[config.mk]
export PLATFORM = sky130hd
export DESIGN_NAME = data_address_generator
export DESIGN_NICKNAME = d
export VERILOG_FILES = /design/src/dag_pkg.sv /design/src/data_address_generator.sv /design/src/aux_arith_unit.sv /design/src/instr_field_decoder.sv
export SDC_FILE = /design/constraint.sdc
export NUM_CORES = 1
export LEC_CHECK = 0
export ABC_AREA = 1
export BUFFER_PORTS_ARGS = -buffer_cell sky130_fd_sc_hd__buf_2
export CAP_MARGIN = 10
export CORE_ASPECT_RATIO = 0.9
export CORE_UTILIZATION = 35
export CTS_CLUSTER_DIAMETER = 100
export DETAILED_ROUTE_END_ITERATION = 6
export PLACE_DENSITY_LB_ADDON = 0.3
export SLEW_MARGIN = 20
export SYNTH_ARGS = -nofsm -noshare
export SYNTH_HDL_FRONTEND = slang
export SYNTH_SLANG_ARGS = --single-unit
[constraint.sdc]
create_clock -name REF_CLK_I -period 5.2 [get_ports REF_CLK_I]
set_clock_uncertainty 0.15 [all_clocks]
set_input_delay 0.78 -clock REF_CLK_I [delete_from_list [all_inputs] [get_ports REF_CLK_I]]
set_output_delay 0.78 -clock REF_CLK_I [all_outputs]
set_load 0.02 [all_outputs]
[src/dag_pkg.sv]
// Shared constants, types and helpers for the data address generator
package dag_pkg;
   // ----------------------------------------------------------------
   // Widths
   // ----------------------------------------------------------------
   localparam int WORD_W = 16;   // Data address and word width
   localparam int PAGE_W = 9;    // Page pointer width
   localparam int OFS_W = 7;     // In-page offset width
   localparam int ARP_W = 3;     // Aux register pointer width
   localparam int MISC_W = 4;    // Other status bits kept here
   localparam int NUM_AR = 8;    // Number of aux address registers
   localparam int MODE_BIT = 7;  // Direct/indirect indicator bit
   localparam int OPC_LSB = 8;   // Low bit of the opcode byte
   // ----------------------------------------------------------------
   // Status word layout and register map
   // ----------------------------------------------------------------
   localparam int ARP_LSB = 13;  // Pointer field in bits 15:13
   localparam int MISC_LSB = 9;  // Spare status bits 12:9
   localparam int DP_LSB = 0;    // Page pointer in bits 8:0
   localparam logic [MISC_W-1:0] MISC_RST = 4'h0;
   localparam logic [ARP_W-1:0] ARP_RST = 3'h0;
   localparam logic [WORD_W-1:0] AR_RST = 16'h0000;
   localparam logic [3:0] REG_ST0 = 4'h0;    // status_word_zero
   localparam logic [3:0] REG_ARB = 4'h1;    // pointer_buffer_reg
   localparam logic [3:0] REG_AR0 = 4'h8;    // aux regs at 8..15
   localparam logic [4:0] SHIFT_16 = 5'h10;  // Implied shift amount
   // ----------------------------------------------------------------
   // Types
   // ----------------------------------------------------------------
   typedef enum logic [2:0] {
      PM_NONE = 3'h0, PM_INC = 3'h1, PM_DEC = 3'h2, PM_INC0 = 3'h3,
      PM_DEC0 = 3'h4, PM_BRINC = 3'h5, PM_BRDEC = 3'h6
   } post_mod_t;
   typedef enum logic [2:0] {
      CLS_NOSHIFT = 3'b001, CLS_SHIFTFLD = 3'b010, CLS_SHIFT16 = 3'b100
   } shift_class_t;
   typedef struct packed {
      logic valid;                 // Instruction in decode stage
      logic [WORD_W-1:0] instr;    // instr_word_reg content
      logic rd;                    // Reads data memory
      logic wr;                    // Writes data memory
      post_mod_t pm;               // Post-modify option
      logic nar_load;              // Loads next aux pointer
      logic [ARP_W-1:0] nar;       // Next aux pointer value
      logic is_exponent_align_instr;               // exponent_align_instr
      logic load_page_instr;                   // load_page_instr
      logic load_status_instr;                   // load_status_instr
      logic [WORD_W-1:0] ld_data;  // Operand for ldp / lst
      shift_class_t cls;           // Shift class of the opcode
   } dec_req_t;
   typedef struct packed {
      logic [7:0] opcode;          // Instruction type byte
      logic [4:0] shift;           // Data shift amount
      logic has_shift;             // A shift applies
   } shift_info_t;
   // ----------------------------------------------------------------
   // Reverse-carry helpers
   // ----------------------------------------------------------------
   function automatic logic [WORD_W-1:0] rev16(input logic [WORD_W-1:0] v);
      logic [WORD_W-1:0] r;
      r = '0;
      for (int i = 0; i < WORD_W; i++)
      begin
         r[i] = v[WORD_W-1-i];
      end
      return r;
   endfunction : rev16
   function automatic logic [WORD_W-1:0] rc_add(input logic [WORD_W-1:0] a,
                                                 input logic [WORD_W-1:0] b);
      logic [WORD_W-1:0] s;
      s = rev16(a) + rev16(b);
      return rev16(s);
   endfunction : rc_add
endpackage : dag_pkg

[src/data_address_generator.sv]
// Data address generator: direct paging, aux registers, post-modify
//
// Overview of operation
// (RQ1) Data space is 512 pages of 128 words
// (RQ2) Page comes from 9-bit status pointer
// (RQ3) Offset is low seven instruction bits
// (RQ4) Bits 15:8 hold type and shift
// (RQ5) Address is page high, offset low
// (RQ6) Reset leaves page pointer unchanged
// (RQ7) Page load alters only the pointer
// (RQ8) Shift of 16 comes from opcode
// (RQ9) No-shift opcodes use all eight bits
// (RQ10) Eight 16-bit aux address registers
// (RQ11) Three-bit pointer selects current aux register
// (RQ12) Pointer loaded by modify, status, indirect
// (RQ13) Current aux register drives read/write bus
// (RQ14) Unsigned 16-bit increment or decrement after use
// (RQ15) Updates finish in the decode stage
// (RQ16) Exponent align updates in execute stage
// (RQ17) Index modify by register zero, reverse carry
// (RQ18) Old pointer copied to pointer buffer
// (RQ19) Bit 7 selects direct or indirect
//
// The placing of the registers and the strobed register port were chosen for this implementation.
`timescale 1ns/1ps
module data_address_generator
(
   input wire logic REF_CLK_I,
   input wire logic SYS_RST_I,
   input wire dag_pkg::dec_req_t DEC_REQ_I,
   input wire logic EXEC_I,
   input wire logic [3:0] BUS_ADDR_I,
   input wire logic [15:0] BUS_WDATA_I,
   input wire logic BUS_WR_I,
   input wire logic BUS_RD_I,
   output logic [15:0] BUS_RDATA_O,
   output logic [15:0] DATA_READ_ADDR_O,
   output logic DATA_READ_VALID_O,
   output logic [15:0] DATA_WRITE_ADDR_O,
   output logic DATA_WRITE_VALID_O,
   output dag_pkg::shift_info_t SHIFT_INFO_O,
   output logic EXPONENT_ALIGN_INSTR_PENDING_O
);
   // ----------------------------------------------------------------
   // Types and storage
   // ----------------------------------------------------------------
   typedef enum logic [1:0] {
      ST_IDLE = 2'b01,
      ST_EXPONENT_ALIGN_INSTR_WAIT = 2'b10
   } exponent_align_instr_state_t;
   exponent_align_instr_state_t state_reg;                  // Deferred-modify tracker
   logic [8:0] dp_reg;                      // data_page_pointer
   logic [2:0] arp_reg;                     // aux_reg_pointer
   logic [3:0] misc_reg;                    // Other status bits
   logic [2:0] arb_reg;                     // pointer_buffer_reg
   logic [15:0] ar_reg [dag_pkg::NUM_AR];   // aux_address_registers
   logic [2:0] pend_ar_reg;                 // Deferred target index
   dag_pkg::post_mod_t pend_pm_reg;         // Deferred modify option
   logic pend_nar_ld_reg;                   // Deferred pointer load
   logic [2:0] pend_nar_reg;                // Deferred pointer value
   // ----------------------------------------------------------------
   // Decode of the request
   // ----------------------------------------------------------------
   dag_pkg::dec_req_t req;                  // Local copy of request
   logic indirect;                          // Bit 7 indicator
   logic [6:0] offset;                      // In-page offset
   logic [15:0] direct_addr;                // Page joined with offset
   logic [15:0] cur_ar_val;                 // Current aux register
   assign req = DEC_REQ_I;
   instr_field_decoder u_fields
   (
      .instr_i(req.instr),
      .cls_i(req.cls),
      .indirect_o(indirect),  // [RQ19]
      .offset_o(offset),
      .info_o(SHIFT_INFO_O)   // [RQ4] [RQ8] [RQ9]
   );
   // Page forms the upper nine bits, so 512 pages of 128 words
   assign direct_addr = {dp_reg, offset}; // [RQ1] [RQ2] [RQ3] [RQ5]
   assign cur_ar_val = ar_reg[arp_reg];   // [RQ11]
   // ----------------------------------------------------------------
   // Modify control
   // ----------------------------------------------------------------
   logic ind_dec;        // Indirect instruction in decode
   logic dec_mod;        // Modify now, in decode stage
   logic exec_mod;       // Deferred modify, in execute stage
   logic dec_nar;        // Pointer load in decode stage
   logic exec_nar;       // Pointer load in execute stage
   logic arp_load;       // Any pointer load this cycle
   logic [2:0] arp_next; // New pointer value
   logic bus_st0_wr;     // Software writes the status word
   logic bus_ar_wr;      // Software writes an aux register
   logic [2:0] mod_idx;  // Register the unit modifies
   dag_pkg::post_mod_t mod_op; // Option the unit applies
   logic [15:0] mod_res; // Modified register value
   assign ind_dec = req.valid & indirect;
   assign dec_mod = ind_dec & ~req.is_exponent_align_instr;           // [RQ15]
   assign exec_mod = (state_reg == ST_EXPONENT_ALIGN_INSTR_WAIT) & EXEC_I; // [RQ16]
   assign dec_nar = ind_dec & ~req.is_exponent_align_instr & req.nar_load; // [RQ12]
   assign exec_nar = exec_mod & pend_nar_ld_reg;
   assign bus_st0_wr = BUS_WR_I & (BUS_ADDR_I == dag_pkg::REG_ST0);
   assign bus_ar_wr = BUS_WR_I & BUS_ADDR_I[3];
   // Deferred work takes the slot; a decode modify in that same cycle is dropped
   assign mod_idx = exec_mod ? pend_ar_reg : arp_reg;
   assign mod_op = exec_mod ? pend_pm_reg : req.pm;
   aux_arith_unit u_arith
   (
      .cur_i(ar_reg[mod_idx]),
      .idx_i(ar_reg[0]),  // [RQ17]
      .op_i(mod_op),
      .res_o(mod_res)     // [RQ14]
   );
   // Pointer sources by priority: execute, decode, status, software
   always_comb
   begin
      arp_load = 1'b1;
      arp_next = arp_reg;
      if (exec_nar)
      begin
         arp_next = pend_nar_reg;  // [RQ16]
      end
      else if (dec_nar)
      begin
         arp_next = req.nar;       // [RQ12]
      end
      else if (req.valid & req.load_status_instr)
      begin
         arp_next = req.ld_data[dag_pkg::ARP_LSB +: dag_pkg::ARP_W];
      end
      else if (bus_st0_wr)
      begin
         arp_next = BUS_WDATA_I[dag_pkg::ARP_LSB +: dag_pkg::ARP_W];
      end
      else
      begin
         arp_load = 1'b0;
      end
   end
   // ----------------------------------------------------------------
   // Status word: pointer, spare bits, page; pointer buffer
   // ----------------------------------------------------------------
   // Pointer and buffer, reset to a known register
   always_ff @(posedge REF_CLK_I)
   begin
      if (SYS_RST_I)
      begin
         arp_reg <= dag_pkg::ARP_RST;
         arb_reg <= dag_pkg::ARP_RST;
      end
      else if (arp_load)
      begin
         arp_reg <= arp_next;  // [RQ11] [RQ12]
         arb_reg <= arp_reg;   // [RQ18]
      end
   end
   // Page pointer has no reset: software must load it first
   always_ff @(posedge REF_CLK_I)
   begin
      if (req.valid & req.load_page_instr)
      begin
         dp_reg <= req.ld_data[dag_pkg::PAGE_W-1:0]; // [RQ7]
      end
      else if (req.valid & req.load_status_instr)
      begin
         dp_reg <= req.ld_data[dag_pkg::DP_LSB +: dag_pkg::PAGE_W]; // [RQ7]
      end
      else if (bus_st0_wr)
      begin
         dp_reg <= BUS_WDATA_I[dag_pkg::DP_LSB +: dag_pkg::PAGE_W];
      end
   end // [RQ6]
   // Set by the first page, status or software status-word load and never cleared; unknown until then,
   // so the reset check below skips the power-up value of the page
   logic dp_known_reg; // Page loaded since power-up
   always_ff @(posedge REF_CLK_I)
   begin
      if ((req.valid & (req.load_page_instr | req.load_status_instr)) | bus_st0_wr)
      begin
         dp_known_reg <= 1'b1; // [RQ6]
      end
   end
   // Spare status bits ride along with whole-word loads only
   always_ff @(posedge REF_CLK_I)
   begin
      if (SYS_RST_I)
      begin
         misc_reg <= dag_pkg::MISC_RST;
      end
      else if (req.valid & req.load_status_instr)
      begin
         misc_reg <= req.ld_data[dag_pkg::MISC_LSB +: dag_pkg::MISC_W];
      end
      else if (bus_st0_wr)
      begin
         misc_reg <= BUS_WDATA_I[dag_pkg::MISC_LSB +: dag_pkg::MISC_W];
      end
   end
   // ----------------------------------------------------------------
   // Aux address registers
   // ----------------------------------------------------------------
   // Hardware modify beats a software write to the same cycle
   always_ff @(posedge REF_CLK_I)
   begin
      if (SYS_RST_I)
      begin
         for (int i = 0; i < dag_pkg::NUM_AR; i++)
         begin
            ar_reg[i] <= dag_pkg::AR_RST;
         end
      end
      else if (exec_mod | dec_mod)
      begin
         ar_reg[mod_idx] <= mod_res; // [RQ10] [RQ14] [RQ15] [RQ16]
      end
      else if (bus_ar_wr)
      begin
         ar_reg[BUS_ADDR_I[2:0]] <= BUS_WDATA_I;
      end
   end
   // ----------------------------------------------------------------
   // Deferred modify for exponent align
   // ----------------------------------------------------------------
   // One pending slot; the pipeline issues nothing else until execute
   always_ff @(posedge REF_CLK_I)
   begin
      if (SYS_RST_I)
      begin
         state_reg <= ST_IDLE;
         pend_ar_reg <= dag_pkg::ARP_RST;
         pend_pm_reg <= dag_pkg::PM_NONE;
         pend_nar_ld_reg <= 1'b0;
         pend_nar_reg <= dag_pkg::ARP_RST;
      end
      else
      begin
         unique case (state_reg)
            ST_IDLE:
            begin
               if (ind_dec & req.is_exponent_align_instr)
               begin
                  state_reg <= ST_EXPONENT_ALIGN_INSTR_WAIT; // [RQ16]
                  pend_ar_reg <= arp_reg;
                  pend_pm_reg <= req.pm;
                  pend_nar_ld_reg <= req.nar_load;
                  pend_nar_reg <= req.nar;
               end
            end
            ST_EXPONENT_ALIGN_INSTR_WAIT:
            begin
               if (EXEC_I)
               begin
                  state_reg <= ST_IDLE;
               end
            end
            default:
            begin
               state_reg <= ST_IDLE;
            end
         endcase
      end
   end
   assign EXPONENT_ALIGN_INSTR_PENDING_O = (state_reg == ST_EXPONENT_ALIGN_INSTR_WAIT);
   // ----------------------------------------------------------------
   // Address buses
   // ----------------------------------------------------------------
   // Address registered one cycle after decode
   always_ff @(posedge REF_CLK_I)
   begin
      if (SYS_RST_I)
      begin
         DATA_READ_ADDR_O <= dag_pkg::AR_RST;
         DATA_WRITE_ADDR_O <= dag_pkg::AR_RST;
         DATA_READ_VALID_O <= 1'b0;
         DATA_WRITE_VALID_O <= 1'b0;
      end
      else
      begin
         DATA_READ_VALID_O <= req.valid & req.rd;
         DATA_WRITE_VALID_O <= req.valid & req.wr;
         if (req.valid & req.rd)
         begin
            DATA_READ_ADDR_O <= indirect ? cur_ar_val : direct_addr; // [RQ13]
         end
         if (req.valid & req.wr)
         begin
            DATA_WRITE_ADDR_O <= indirect ? cur_ar_val : direct_addr; // [RQ13]
         end
      end
   end
   // ----------------------------------------------------------------
   // Register port
   // ----------------------------------------------------------------
   // Read data one cycle after the strobe; unmapped reads give zero
   always_ff @(posedge REF_CLK_I)
   begin
      if (SYS_RST_I)
      begin
         BUS_RDATA_O <= dag_pkg::AR_RST;
      end
      else if (BUS_RD_I)
      begin
         if (BUS_ADDR_I[3])
         begin
            BUS_RDATA_O <= ar_reg[BUS_ADDR_I[2:0]];
         end
         else if (BUS_ADDR_I == dag_pkg::REG_ST0)
         begin
            BUS_RDATA_O <= {arp_reg, misc_reg, dp_reg};
         end
         else if (BUS_ADDR_I == dag_pkg::REG_ARB)
         begin
            BUS_RDATA_O <= {13'h0000, arb_reg};
         end
         else
         begin
            BUS_RDATA_O <= 16'h0000;
         end
      end
   end
endmodule : data_address_generator

[src/aux_arith_unit.sv]
// Unsigned post-modify arithmetic for the current aux register
`timescale 1ns/1ps
module aux_arith_unit
(
   input wire logic [15:0] cur_i,
   input wire logic [15:0] idx_i,
   input wire dag_pkg::post_mod_t op_i,
   output logic [15:0] res_o
);
   // ----------------------------------------------------------------
   // Modify datapath
   // ----------------------------------------------------------------
   logic [15:0] neg_idx; // Two's complement of the index
   assign neg_idx = 16'h0000 - idx_i;
   // Wraps modulo 64K, no flags; reverse carry feeds FFT reordering
   always_comb
   begin
      unique case (op_i)
         dag_pkg::PM_NONE: res_o = cur_i;
         dag_pkg::PM_INC: res_o = cur_i + 16'h0001;
         dag_pkg::PM_DEC: res_o = cur_i - 16'h0001;
         dag_pkg::PM_INC0: res_o = cur_i + idx_i;
         dag_pkg::PM_DEC0: res_o = cur_i - idx_i;
         dag_pkg::PM_BRINC: res_o = dag_pkg::rc_add(cur_i, idx_i);
         dag_pkg::PM_BRDEC: res_o = dag_pkg::rc_add(cur_i, neg_idx);
         default: res_o = cur_i; // Unused code 7 holds the value
      endcase
   end
endmodule : aux_arith_unit

[src/instr_field_decoder.sv]
// Splits the instruction word into mode, offset and shift fields
`timescale 1ns/1ps
module instr_field_decoder
(
   input wire logic [15:0] instr_i,
   input wire dag_pkg::shift_class_t cls_i,
   output logic indirect_o,
   output logic [6:0] offset_o,
   output dag_pkg::shift_info_t info_o
);
   // ----------------------------------------------------------------
   // Field split
   // ----------------------------------------------------------------
   assign indirect_o = instr_i[dag_pkg::MODE_BIT];
   assign offset_o = instr_i[dag_pkg::OFS_W-1:0];
   // Upper byte is type plus optional shift nibble
   always_comb
   begin
      info_o.opcode = instr_i[dag_pkg::WORD_W-1:dag_pkg::OPC_LSB];
      info_o.shift = 5'h00;
      info_o.has_shift = 1'b0;
      unique case (cls_i)
         dag_pkg::CLS_SHIFTFLD:
         begin
            // Low nibble of the byte carries the shift
            info_o.opcode = {instr_i[15:12], 4'h0};
            info_o.shift = {1'b0, instr_i[11:8]};
            info_o.has_shift = 1'b1;
         end
         dag_pkg::CLS_SHIFT16:
         begin
            // Whole byte is opcode, shift implied by it
            info_o.shift = dag_pkg::SHIFT_16;
            info_o.has_shift = 1'b1;
         end
         dag_pkg::CLS_NOSHIFT:
         begin
            info_o.has_shift = 1'b0; // All eight bits are opcode
         end
         default:
         begin
            info_o.has_shift = 1'b0;
         end
      endcase
   end
endmodule : instr_field_decoder

# Word-level counts from Yosys, hierarchy flattened
# Memories as Yosys holds them, arrays and structs flattened. A register that Yosys moved wholly into a read port is not among the register bits.
# Cells that the tools add are included.
# word_totals
ff_bits	81
latch_bits	0
mem_bits_rw	128
romBits	0
in_bits	73
out_inout_bits	65
elab_cells	102
n_memories	1
# mem_list
name	words	word_bits	read_ports	rd_clocked_by_memory_dff	write_ports	line	text
ar_reg	8	16	4	1	8	data_address_generator.sv:56	logic [15:0] ar_reg [dag_pkg::NUM_AR];
# op_classes
add_sub_neg	7
n_mul	0
div_mod_pow	0
n_lt_le_gt_ge	0
n_eq_ne	13
shifts	0
muxes	43
n_bitwise	14
reduce_logical	10
# op_table
cell	n
one-hot mux 16 bit (6 select lines)	1
2-to-1 mux 16 bit	5
adder 16 bit	3
2-to-1 mux 3 bit	11
OR reduction 16 bit	2
2-to-1 mux 9 bit	3
adder 16 x 1 -> 16 bit, second input constant	1
2-to-1 mux 1 bit	16
subtractor 1 x 16 -> 16 bit, first input constant	1
subtractor 16 x 1 -> 16 bit, second input constant	1
subtractor 16 bit	1
AND 1 bit	12
== test 3 bit, second input constant	4
2-to-1 mux 4 bit	3
one-hot mux 5 bit (2 select lines)	1
== test 3 x 2 -> 1 bit, second input constant	3
AND reduction 2 bit	3
== test 4 x 1 -> 1 bit, second input constant	1
zero test 4 bit	1
2-to-1 mux 2 bit	2
inequality test 2 bit, second input constant	2
one-hot mux 2 bit (2 select lines)	1
nonzero test 4 bit	1
== test 3 x 1 -> 1 bit, second input constant	1
7 further kinds	7

# Longest topological paths before layout
# Gate-level depths: netlist of the first run.
# depth
depth_word	9
depth_mapped	26

# By module
# From an unflattened synthesis of the first run, not the netlist that was laid out.
# unflattened
hier_cells	2480
area_unflattened_um2	16265.6
# modules_own_cells
mod	instances	cells_per_inst	area_each_um2
data_address_generator	1	1797	12594.6
aux_arith_unit	1	649	3483.3
instr_field_decoder	1	34	187.7

# Least setup slack after synthesis of the first run
# Ideal clock, no wire load.
# synth_path
path_kind	input to register
start	input port EXEC_I
end	memory ar_reg[0][12], data pin
arrival_time_ns	3.571
required_ns	4.791
path_slack_ns	1.220
path_stages	25
n_path_buf	2
path_cell_list	nand3_4 buf_6 nand2_1 o21ai_4 buf_6 nand3_1 nand3_1 nand2_1 inv_1 ha_1 fa_1 inv_1 nand2_1 nand2_1 o21ai_0 o21bai_1 nand2_1 nand2_1 nand3_1 nand2_1 nand2_1 nand3_1 nand3_1 a21boi_4 nor2_1
# synth_lines
item	line	text
start, declared	data_address_generator.sv:31	input wire logic EXEC_I,
end, declared	data_address_generator.sv:56	

==> key figures, run 1 <==
Synth
  – Ys Warns: 0
  – Post-synth EDFFs: 137
  – Seq/Total Area, Yosys: 37.1%
  – Asr flop ratio synth: 0%
  – Syn Nets: 2170
  – Post-synth top flop: edfxtp_1
  – Synthesized area: 0.0151 mm2
  – Synth Register Bits: 212
  – Cells after Synth: 2045
  – Post-synth cell types: 53
  – Avg Cell Area, Syn: 7.39 um2

Cells and area
  – Final Instance Count excl. Fillers: 2704
  – Commonest non-fill, non-tap cells in the layout: a21oi_1, nand2_1, inv_1, o21ai_0, edfxtp_1
  – Final #Nets: 2267
  – Largest register FFs: 128
  – Share of post-route cells with drive strength above 1: 14.2%
  – Most common cell after layout, fill and taps aside: a21oi_1
  – Layout area overhead: 13.6%
  – # diodes: 0
  – Final Util: 40.7%

Power and ir drop
  – Int Pwr: 3.49 mW
  – Clk pwr share: 32.0%
  – Sw frac: 36.2%
  – Sw power: 1.98 mW
  – Reg power frac: 36.4%
  – Peak supply drop: 0.206 mV
  – PwrDens: 319 mW/mm2
  – Leak: 7.43 nW
  – Comb power frac: 31.6%

Critical path
  – Worst EP arrival: 4.92 ns
  – Crit end category: flop
  – Required @ worst endpoint: 5.32 ns
  – Setup CP Type: reg2reg
  – R2R setup slack: 0.40 ns
  – Critical Path Source Type: flop
  – Crit-path max FO: 8

Floorplanning
  – Site row count: 71
  – Die width: 221 um
  – Ports: 138
  – Core Footprint: 0.0422 mm2
  – Die height: 199 um
  – Initial core utilization: 35.8%
  – Total die area: 0.0440 mm2

Clocking
  – Max Root-Sink Buffers: 3
  – CTS H-tree lvls: 1
  – Worst-path clk slew: 0.06 ns
  – Worst skew pair latency: 0.53 ns
  – Total CTS buffers: 23
  – Clock Tree Root: clkbuf_16
  – Cts hold-fix bufs: 0
  – Setup repair bufs after CTS: 0
  – CTS resizes: 0
  – Clock Sinks: 212
  – CTS tree: done

Route
  – DRC: 0
  – Total Routed Length: 59.9 mm
  – Antenna viol nets, final: 0
  – DRT iter0 DRCs: 2253
  – Avg Vias per Cell: 5.83
  – Routed length per instance: 22.2 um
  – First drt pass iteration count: 6
  – Vias: 15800

STA
  – Final period util: 92.4%
  – Tightest Pin Transition: 1.23 ns
  – Max Slew Vio Count: 0
  – Final hold vios: 0
  – F_max: 208 MHz
  – Final setup TNS: 0 ns
  – RSZ-0062 raised after global routing: false
  – Tmin final: 4.80 ns
  – Final hold slack: 0.337 ns
  – Max transition margin: 17.7%
  – Setup violations, final: 0

Outcome
  – Run status: completed

Global route
  – First-pass GRT wire length: 87.8 mm
  – Vias in the first global route: 14100
  – Total grt overflow: 0
  – Initial antenna violation count: 0
  – GRT Total Usage: 26.3%
  – Largest net degree at the start of global routing: 82

Min path
  – Hold Path Class: reg2reg

Placement
  – Port-buffer cells: 129
  – Gpl congestion: 0.970
  – Post-DP HPWL: 42.8 mm
  – DP Cell Count: 2664

Flow run
  – Max-cap violations: 0
==> critical path: stages (launching register included) <==
cell,delay [ns]
edfxtp_1,0.53
inv_1,0.19
ha_1,0.21
nand3_1,0.15
nor2_1,0.22
inv_1,0.10
nor2_1,0.31
nand2_1,0.13
inv_1,0.09
nand2_1,0.06
nor2_1,0.13
xor2_1,0.26
inv_1,0.11
ha_1,0.30
nand3_1,0.08
nand3_1,0.11
nand2_1,0.13
nand2_1,0.14
nand2_1,0.09
nand2_1,0.09
or2_2,0.29
nand3_1,0.08
o211ai_1,0.15
o21ai_2,0.32
a21oi_1,0.11
==> through the flow <==
| stage | total power [mW] | cell area, um2 | worst slack [ns] |
|---|---|---|---|
| 6_report | 5.47 | 17200 | 0.396 |
| 5_1_grt | 5.71 | 17200 | 0.0366 |
| 4_1_cts | 5.43 | 17200 | 0.499 |
| 3_5_place_dp | 3.70 | 16400 | 0.225 |
| 3_3_place_gp | 3.69 | 16400 | 0.196 |
| 2_1_floorplan | 3.15 | 15100 | 1.22 |
==> layout make-up <==
type / instances / area, um2
repair buffers: 188 / 1160
well taps: 547 / 684
clock buffers: 32 / 639
fillers: 4292 / 25000
multi-input cells: 1444 / 7910
clock inverters: 8 / 139
inverters: 273 / 1020
flip-flops and latches: 212 / 5620
==> power by group through the flow <==
stage                     clock network [mW]  registers (mW)  logic, mW
after floorplan                            0            2.01       1.14
after global placement                     0            2.02       1.67
after detailed placement                   0            2.02       1.68
after CTS                               1.75            1.99       1.69
after global routing                    1.81            2.00       1.89
final                                   1.75            1.99       1.73
==> kinds of logic after synthesis <==
logic type,after synthesis,synth area share (%)
DFF,212,37.1
AOI/OAI and AO/OA,778,29.4
muxes,9,0.670
and+or+nand+nor,590,16.9
xor gates and xnor gates,15,0.869
buffers and inverters,389,10.6
adders and majority gates,52,4.45
==> per-layer routing <==
metal	up-vias	track usage (%)	wire length, um
met1	7375	37.5	25800
met2	929	40.0	25700
li1	7308	-	-
met4	0	9.22	2140
met3	150	4.19	6350
met5	-	0	0
==> synth_stat cells (11+ instances only) <==
library cell | count | area share [%]
clkbuf_1 | 71 | 1.8
inv_1 | 264 | 6.6
ha_1 | 49 | 4.1
nor3_1 | 12 | 0.40
o21ai_2 | 12 | 0.70
a21oi_1 | 337 | 11
a31oi_1 | 28 | 1.2
o221ai_1 | 31 | 1.8
o21ai_1 | 12 | 0.40
nand3_1 | 90 | 3.0
o21ai_0 | 256 | 8.5
nor2_1 | 125 | 3.1
nand2_1 | 306 | 7.6
dfxtp_1 | 75 | 9.9
edfxtp_1 | 137 | 27
buf_2 | 21 | 0.70
buf_6 | 11 | 0.82
nand2_2 | 24 | 0.99
a221oi_1 | 14 | 0.81
o211ai_1 | 46 | 2.3
==> worst paths after layout <==
check	startpoint	to	cells past startpoint
hold / removal	misc_reg[2]	BUS_RDATA_O[11]	2
hold reg to reg	misc_reg[2]	BUS_RDATA_O[11]	2
setup / recovery	ar_reg[0][1]	ar_reg[5][6]	24
setup reg to reg	ar_reg[0][1]	ar_reg[5][6]	24
Power figures use the tool's default switching activity.
==> run 2: changes to the inputs <==
- CORE_ASPECT_RATIO: 0.9 -> unset
==> run 2 against run 1 <==
- total power fell by 0.32%
- critical path depth is 3 lower
- sequential share of layout area is 0.088 points higher
- flip-flop and latch count is the same
- fmax grew 0.24%
- worst hold slack worse by 0.011 ns
- core utilization down 0.14 points
- critical endpoint is now ar_reg[7][9]
- via count increased by 0.83%
- final cell count is 0.22% lower
==> key figures, run 2 (synthesis gave the netlist of run 1 again) <==
Floorplanning
  – Ports: 138 (unchanged)
  – Total die area: 0.0440 mm2 (about the same)
  – Initial core utilization: 35.8% (about the same)
  – Core Footprint: 0.0422 mm2 (about the same)
  – Die width: 210 um (was 221 um)
  – Site row count: 75 (was 71)
  – Die height: 210 um (was 199 um)

Critical path
  – Required @ worst endpoint: 5.31 ns (was 5.32 ns)
  – Setup CP Type: reg2reg (unchanged)
  – Worst EP arrival: 4.90 ns (was 4.92 ns)
  – Critical Path Source Type: flop (unchanged)
  – Crit end category: flop (unchanged)
  – Crit-path max FO: 14 (was 8)

STA
  – Final hold vios: 0 (unchanged)
  – Max Slew Vio Count: 0 (unchanged)
  – Final hold slack: 0.327 ns (was 0.337 ns)
  – Final setup TNS: 0 ns (unchanged)
  – Max transition margin: 16.5% (was 17.7%)
  – Setup violations, final: 0 (unchanged)
  – Tightest Pin Transition: 1.25 ns (was 1.23 ns)
  – RSZ-0062 raised after global routing: false (unchanged)
  – Tmin final: 4.79 ns (was 4.80 ns)
  – F_max: 209 MHz (was 208 MHz)
  – Final period util: 92.2% (was 92.4%)
  – Final Worst Setup Slack: 0.408 ns (was 0.396 ns)

Power and ir drop
  – Peak supply drop: 0.286 mV (was 0.206 mV)
  – Power Total: 5.46 mW (was 5.47 mW)
  – PwrDens: 318 mW/mm2 (was 319 mW/mm2)
  – Leak: 7.42 nW (was 7.43 nW)

Clocking
  – Clock Sinks: 212 (unchanged)
  – Worst-path clk slew: 0.06 ns (about the same)
  – CTS H-tree lvls: 1 (unchanged)
  – Setup repair bufs after CTS: 0 (unchanged)
  – Clock Tree Root: clkbuf_16 (unchanged)
  – CTS resizes: 0 (unchanged)
  – CTS tree: done (unchanged)
  – Max Root-Sink Buffers: 3 (unchanged)
  – Worst skew pair latency: 0.53 ns (about the same)
  – Total CTS buffers: 23 (unchanged)
  – Cts hold-fix bufs: 0 (unchanged)

Cells and area
  – # diodes: 0 (unchanged)
  – Final Instance Count excl. Fillers: 2698 (was 2704)
  – Most common cell after layout, fill and taps aside: a21oi_1 (unchanged)
  – Layout area overhead: 13.3% (was 13.6%)
  – Final #Nets: 2268 (was 2267)
  – Commonest non-fill, non-tap cells in the layout: a21oi_1, nand2_1, inv_1, o21ai_0, edfxtp_1 (unchanged)
  – Largest register FFs: 128 (unchanged)
  – Share of post-route cells with drive strength above 1: 14.2% (about the same)

Route
  – Antenna viol nets, final: 0 (unchanged)
  – Routed length per instance: 22.2 um (about the same)
  – Total Routed Length: 60.0 mm (was 59.9 mm)
  – DRC: 0 (unchanged)
  – First drt pass iteration count: 7 (was 6)
  – Avg Vias per Cell: 5.89 (was 5.83)
  – DRT iter0 DRCs: 1745 (was 2253)
  – Vias: 15900 (was 15800)

Global route
  – First-pass GRT wire length: 89.9 mm (was 87.8 mm)
  – GRT Total Usage: 26.8% (was 26.3%)
  – Vias in the first global route: 14800 (was 14100)
  – Largest net degree at the start of global routing: 82 (unchanged)
  – Total grt overflow: 0 (unchanged)
  – Initial antenna violation count: 3 (was 0)

Min path
  – Hold Path Class: reg2reg (unchanged)

Placement
  – DP Cell Count: 2657 (was 2664)
  – Post-DP HPWL: 42.7 mm (was 42.8 mm)
  – Gpl congestion: 0.945 (was 0.970)
  – Port-buffer cells: 129 (unchanged)
  – Pre-CTS setup slack: 0.0992 ns (was 0.225 ns)

Flow run
  – Max-cap violations: 0 (unchanged)

Outcome
  – Run status: completed (unchanged)
run 2: cell count changes in the layout (fill, tap and decap cells not counted), moves of 2 or more:
cell       delta
buf_12        -2
buf_4         +3
bufinv_16     -3
clkbuf_16     +3
run 2: stage by stage:
stage | util [%] | instance area, um2
6_report | 40.6 | 17100
5_1_grt | 40.6 | 17100
4_1_cts | 40.6 | 17100
3_5_place_dp | 38.8 | 16400
3_3_place_gp | 38.8 | 16400
2_1_floorplan | - | 15100
run 2: worst paths after layout:
path                                startpoint             end  slack [ns]  cells past startpoint
worst max-delay path              state_reg[1]    ar_reg[7][9]        0.41                     21
worst min-delay path            pend_ar_reg[2]  pend_ar_reg[2]        0.33                      2
worst max register to register    state_reg[1]    ar_reg[7][9]        0.41                     21
worst min register to register  pend_ar_reg[2]  pend_ar_reg[2]        0.33                      2
run 2: layout make-up:
cell class	instances	area, um2
fill	4391	25100
multi-input combinational	1444	7900
sequential	212	5620
timing repair buffer	189	1150
inverter	273	1020
clock buffer	34	701
tap	539	674
clock inverter	7	63.8
run 2: power breakdown:
part | leakage (nW) | internal (mW) | switching, mW
logic | 5.01 | 0.556 | 1.23
clock network | 0.377 | 0.985 | 0.690
registers | 2.03 | 1.89 | 0.0966
run 2: routing by layer:
| metal | track usage (%) | vias to the layer above | share of wire [%] |
|---|---|---|---|
| met5 | 0 | - | 0.038 |
| li1 | - | 7312 | - |
| met1 | 35.9 | 7460 | 41 |
| met3 | 4.26 | 156 | 11 |
| met4 | 10.8 | 4 | 4.1 |
| met2 | 43.0 | 961 | 44 |
run 2: worst max-delay path: stages (launching register included):
cell and delay, ns:
dfxtp_1 0.42, nand3_4 0.23, buf_4 0.24, nand2_1 0.06, o21ai_1 0.11, nand3_1 0.14
nand2_2 0.10, nor2_1 0.82, a221oi_1 0.11, ha_1 0.39, a21oi_1 0.16, nand2_1 0.15
a21boi_0 0.31, o21ai_0 0.19, nand3_1 0.11, nand2_1 0.07, nor2_1 0.08, nor2_1 0.04
nand2_1 0.11, nand4_1 0.18, nand2_2 0.24, nor2_1 0.07
==> run 3: changes to the inputs <==
- SYNTH_HIERARCHICAL: unset -> 1
==> run 3 against run 2 <==
- register-to-register slack improved by 0.22 ns
- total power is 7.4% higher
- worst setup slack improved by 0.22 ns
- critical path type unchanged
- largest cell class unchanged
- largest power group is now combinational logic
- highest routed layer is now met4
==> key figures, run 3 <==
STA
  – Setup violations, final: 0 (unchanged)
  – F_max: 219 MHz (was 209 MHz)
  – RSZ-0062 raised after global routing: false (unchanged)
  – Final hold slack: 0.331 ns (was 0.327 ns)
  – Final hold vios: 0 (unchanged)
  – Final period util: 87.9% (was 92.2%)
  – Tmin final: 4.57 ns (was 4.79 ns)
  – Tightest Pin Transition: 1.07 ns (was 1.25 ns)
  – Max transition margin: 28.9% (was 16.5%)
  – Max Slew Vio Count: 0 (unchanged)
  – Final setup TNS: 0 ns (unchanged)

Clocking
  – Max Root-Sink Buffers: 3 (unchanged)
  – CTS H-tree lvls: 1 (unchanged)
  – Cts hold-fix bufs: 0 (unchanged)
  – CTS resizes: 0 (unchanged)
  – Worst-path clk slew: 0.06 ns (about the same)
  – Clock Sinks: 212 (unchanged)
  – Worst skew pair latency: 0.55 ns (was 0.53 ns)
  – Clock Tree Root: clkbuf_16 (unchanged)
  – CTS tree: done (unchanged)
  – Total CTS buffers: 24 (was 23)
  – Setup repair bufs after CTS: 0 (unchanged)

Route
  – DRT iter0 DRCs: 1853 (was 1745)
  – Routed length per instance: 20.6 um (was 22.2 um)
  – First drt pass iteration count: 6 (was 7)
  – Antenna viol nets, final: 0 (unchanged)
  – DRC: 0 (unchanged)
  – Total Routed Length: 65.7 mm (was 60.0 mm)
  – Vias: 17400 (was 15900)
  – Avg Vias per Cell: 5.47 (was 5.89)

Critical path
  – Critical Path Source Type: flop (unchanged)
  – Crit-path max FO: 13 (was 14)
  – Crit end category: flop (unchanged)
  – Setup CP Type: reg2reg (unchanged)
  – Worst EP arrival: 4.68 ns (was 4.90 ns)
  – Required @ worst endpoint: 5.31 ns (about the same)

Global route
  – Vias in the first global route: 16300 (was 14800)
  – Initial antenna violation count: 0 (was 3)
  – GRT Total Usage: 27.3% (was 26.8%)
  – First-pass GRT wire length: 98.3 mm (was 89.9 mm)
  – Total grt overflow: 0 (unchanged)
  – Largest net degree at the start of global routing: 65 (was 82)

Cells and area
  – Final Instance Count excl. Fillers: 3191 (was 2698)
  – Final #Nets: 2695 (was 2268)
  – Sequential Area: 0.00562 mm2 (about the same)
  – Multi-input logic area: 0.00883 mm2 (was 0.00790 mm2)
  – Total of fill cells in the finished design: 4787 (was 4391)
  – # diodes: 0 (unchanged)
  – Largest register FFs: 128 (unchanged)
  – Commonest non-fill, non-tap cells in the layout: nand2_1, nand3_1, inv_1, nor2_1, edfxtp_1 (was a21oi_1, nand2_1, inv_1, o21ai_0, edfxtp_1)
  – Post-route cell area: 0.0184 mm2 (was 0.0171 mm2)
  – Layout area overhead: 13.0% (was 13.3%)
  – Share of post-route cells with drive strength above 1: 12.6% (was 14.2%)
  – Most common cell after layout, fill and taps aside: nand2_1 (was a21oi_1)
  – Final Util: 40.3% (was 40.6%)

Synth
  – Post-synth top flop: edfxtp_1 (unchanged)
  – Post-synth EDFFs: 137 (unchanged)
  – Post-synth cell types: 53 (unchanged)
  – Synthesized area: 0.0163 mm2 (was 0.0151 mm2)
  – Avg Cell Area, Syn: 6.56 um2 (was 7.39 um2)
  – Ys Warns: 6 (was 0)
  – Most common cell in the netlist: nand2_1 (was a21oi_1)
  – Ranking of synthesized cells by area: edfxtp_1, nand2_1, nand3_1 (was edfxtp_1, a21oi_1, dfxtp_1)
  – Synth cell count leaders: nand2_1, nand3_1, inv_1 (was a21oi_1, nand2_1, inv_1)
  – Dominant cell type by area after synthesis: edfxtp_1 (unchanged)
  – Cells after Synth: 2480 (was 2045)
  – Largest family of logic cells by synthesized area: simple AND/OR/NAND/NOR gates (was compound AO/OA/AOI/OAI gates)
  – Mux contribution to synthesized area: 0.762% (was 0.670%)
  – Synth Area in XOR/XNOR: 0.431% (was 0.869%)
  – Seq/Total Area, Yosys: 34.5% (was 37.1%)
  – Asr flop ratio synth: 0% (unchanged)
  – Synth Area in Adders: 3.91% (was 4.45%)
  – Compound-Gate Fraction of Synth Area: 7.71% (was 29.4%)
  – Synth Register Bits: 212 (unchanged)
  – Simple-Gate Fraction of Synth Area: 41.4% (was 16.9%)
  – Syn Nets: 2602 (was 2170)
  – Top cell type's share of synthesized area: 25.3% (was 27.2%)

Floorplanning
  – Die height: 218 um (was 210 um)
  – Die width: 218 um (was 210 um)
  – Core Footprint: 0.0456 mm2 (was 0.0422 mm2)
  – Initial core utilization: 35.7% (was 35.8%)
  – Site row count: 78 (was 75)
  – Total die area: 0.0473 mm2 (was 0.0440 mm2)
  – Ports: 138 (unchanged)

Power and ir drop
  – PwrDens: 319 mW/mm2 (was 318 mW/mm2)
  – Peak supply drop: 0.201 mV (was 0.286 mV)
  – Reg power frac: 33.8% (was 36.5%)
  – Sw power: 2.27 mW (was 2.02 mW)
  – Comb power frac: 36.3% (was 32.8%)
  – Leak: 9.28 nW (was 7.42 nW)
  – Sw frac: 38.8% (was 37.0%)
  – Int Pwr: 3.58 mW (was 3.44 mW)
  – Clk pwr share: 29.9% (was 30.7%)

Outcome
  – Run status: completed (unchanged)

Placement
  – Placed cell area: 0.0176 mm2 (was 0.0164 mm2)
  – Port-buffer cells: 129 (unchanged)
  – Post-DP HPWL: 47.8 mm (was 42.7 mm)
  – DP Cell Count: 3147 (was 2657)
  – Gpl congestion: 0.993 (was 0.945)

Flow run
  – Max-cap violations: 0 (unchanged)

Min path
  – Hold Path Class: in2reg (was reg2reg)
[run 3: critical path, stage by stage, from the launching register on]
cell and delay [ns]:
dfxtp_1 0.44, nand3_4 0.29, mux2_2 0.43, inv_2 0.16, nand3_2 0.19, nand3_1 0.17
clkinv_1 0.13, a221oi_1 0.29, ha_1 0.35, a21oi_1 0.19, nand2_1 0.11, a21oi_1 0.27
o21ai_1 0.14, or2_0 0.21, nand3_1 0.09, nand3_1 0.11, inv_1 0.07, nand2_1 0.04
o21ai_1 0.33, nor2_1 0.11
[run 3: cells by family (layout without fill, tap and decap cells)]
family                     Yosys count  after routing
buffers and inverters              446            557
muxes                               11             11
AOI/OAI and AO/OA                  212            212
adders and majority gates           49             49
and+or+nand+nor                   1542           1542
xor gates and xnor gates             8              8
DFF                                212            212
[run 3: path summary, 6_finish.rpt]
path | from | endpoint | slack (ns) | cells past startpoint
worst max register to register | state_reg[1] | ar_reg[4][12] | 0.63 | 19
worst min-delay path | DEC_REQ_I[30] | DATA_READ_VALID_O | 0.33 | 3
worst max-delay path | state_reg[1] | ar_reg[4][12] | 0.63 | 19
worst min register to register | arb_reg[1] | arb_reg[1] | 0.33 | 2
[run 3: metrics by stage]
| stage | worst slack, ns | power [mW] |
|---|---|---|
| floorplan | 1.02 | 3.34 |
| global placement | 0.227 | 4.08 |
| detailed placement | 0.174 | 4.09 |
| CTS | 0.681 | 5.82 |
| global route | 0.326 | 6.14 |
| finish | 0.631 | 5.86 |
[run 3: power groups by stage]
stage	registers, mW	clock network (mW)	logic, mW
after floorplan	2.01	0	1.33
after global placement	2.01	0	2.07
after detailed placement	2.02	0	2.08
after CTS	1.98	1.75	2.09
after global routing	1.99	1.82	2.33
final	1.98	1.75	2.13
[run 3: metal layers]
layer  up-vias  wire length [um]  global-route usage, %
li1       8172                 -                      -
met1      8109             26400                   35.2
met2       944             29500                   43.5
met3       217              6170                   5.17
met4         0              3650                   13.8
met5         -                 0                      0
[run 3: final cells by class]
cell class,instances,share of cell area (%)
Inverter,324,6.63
Timing Repair Buffer,189,6.24
Sequential cell,212,30.6
Clock buffer,38,4.23
Tap cell,600,4.08
Multi-Input combinational cell,1822,48.0
Clock inverter,6,0.211
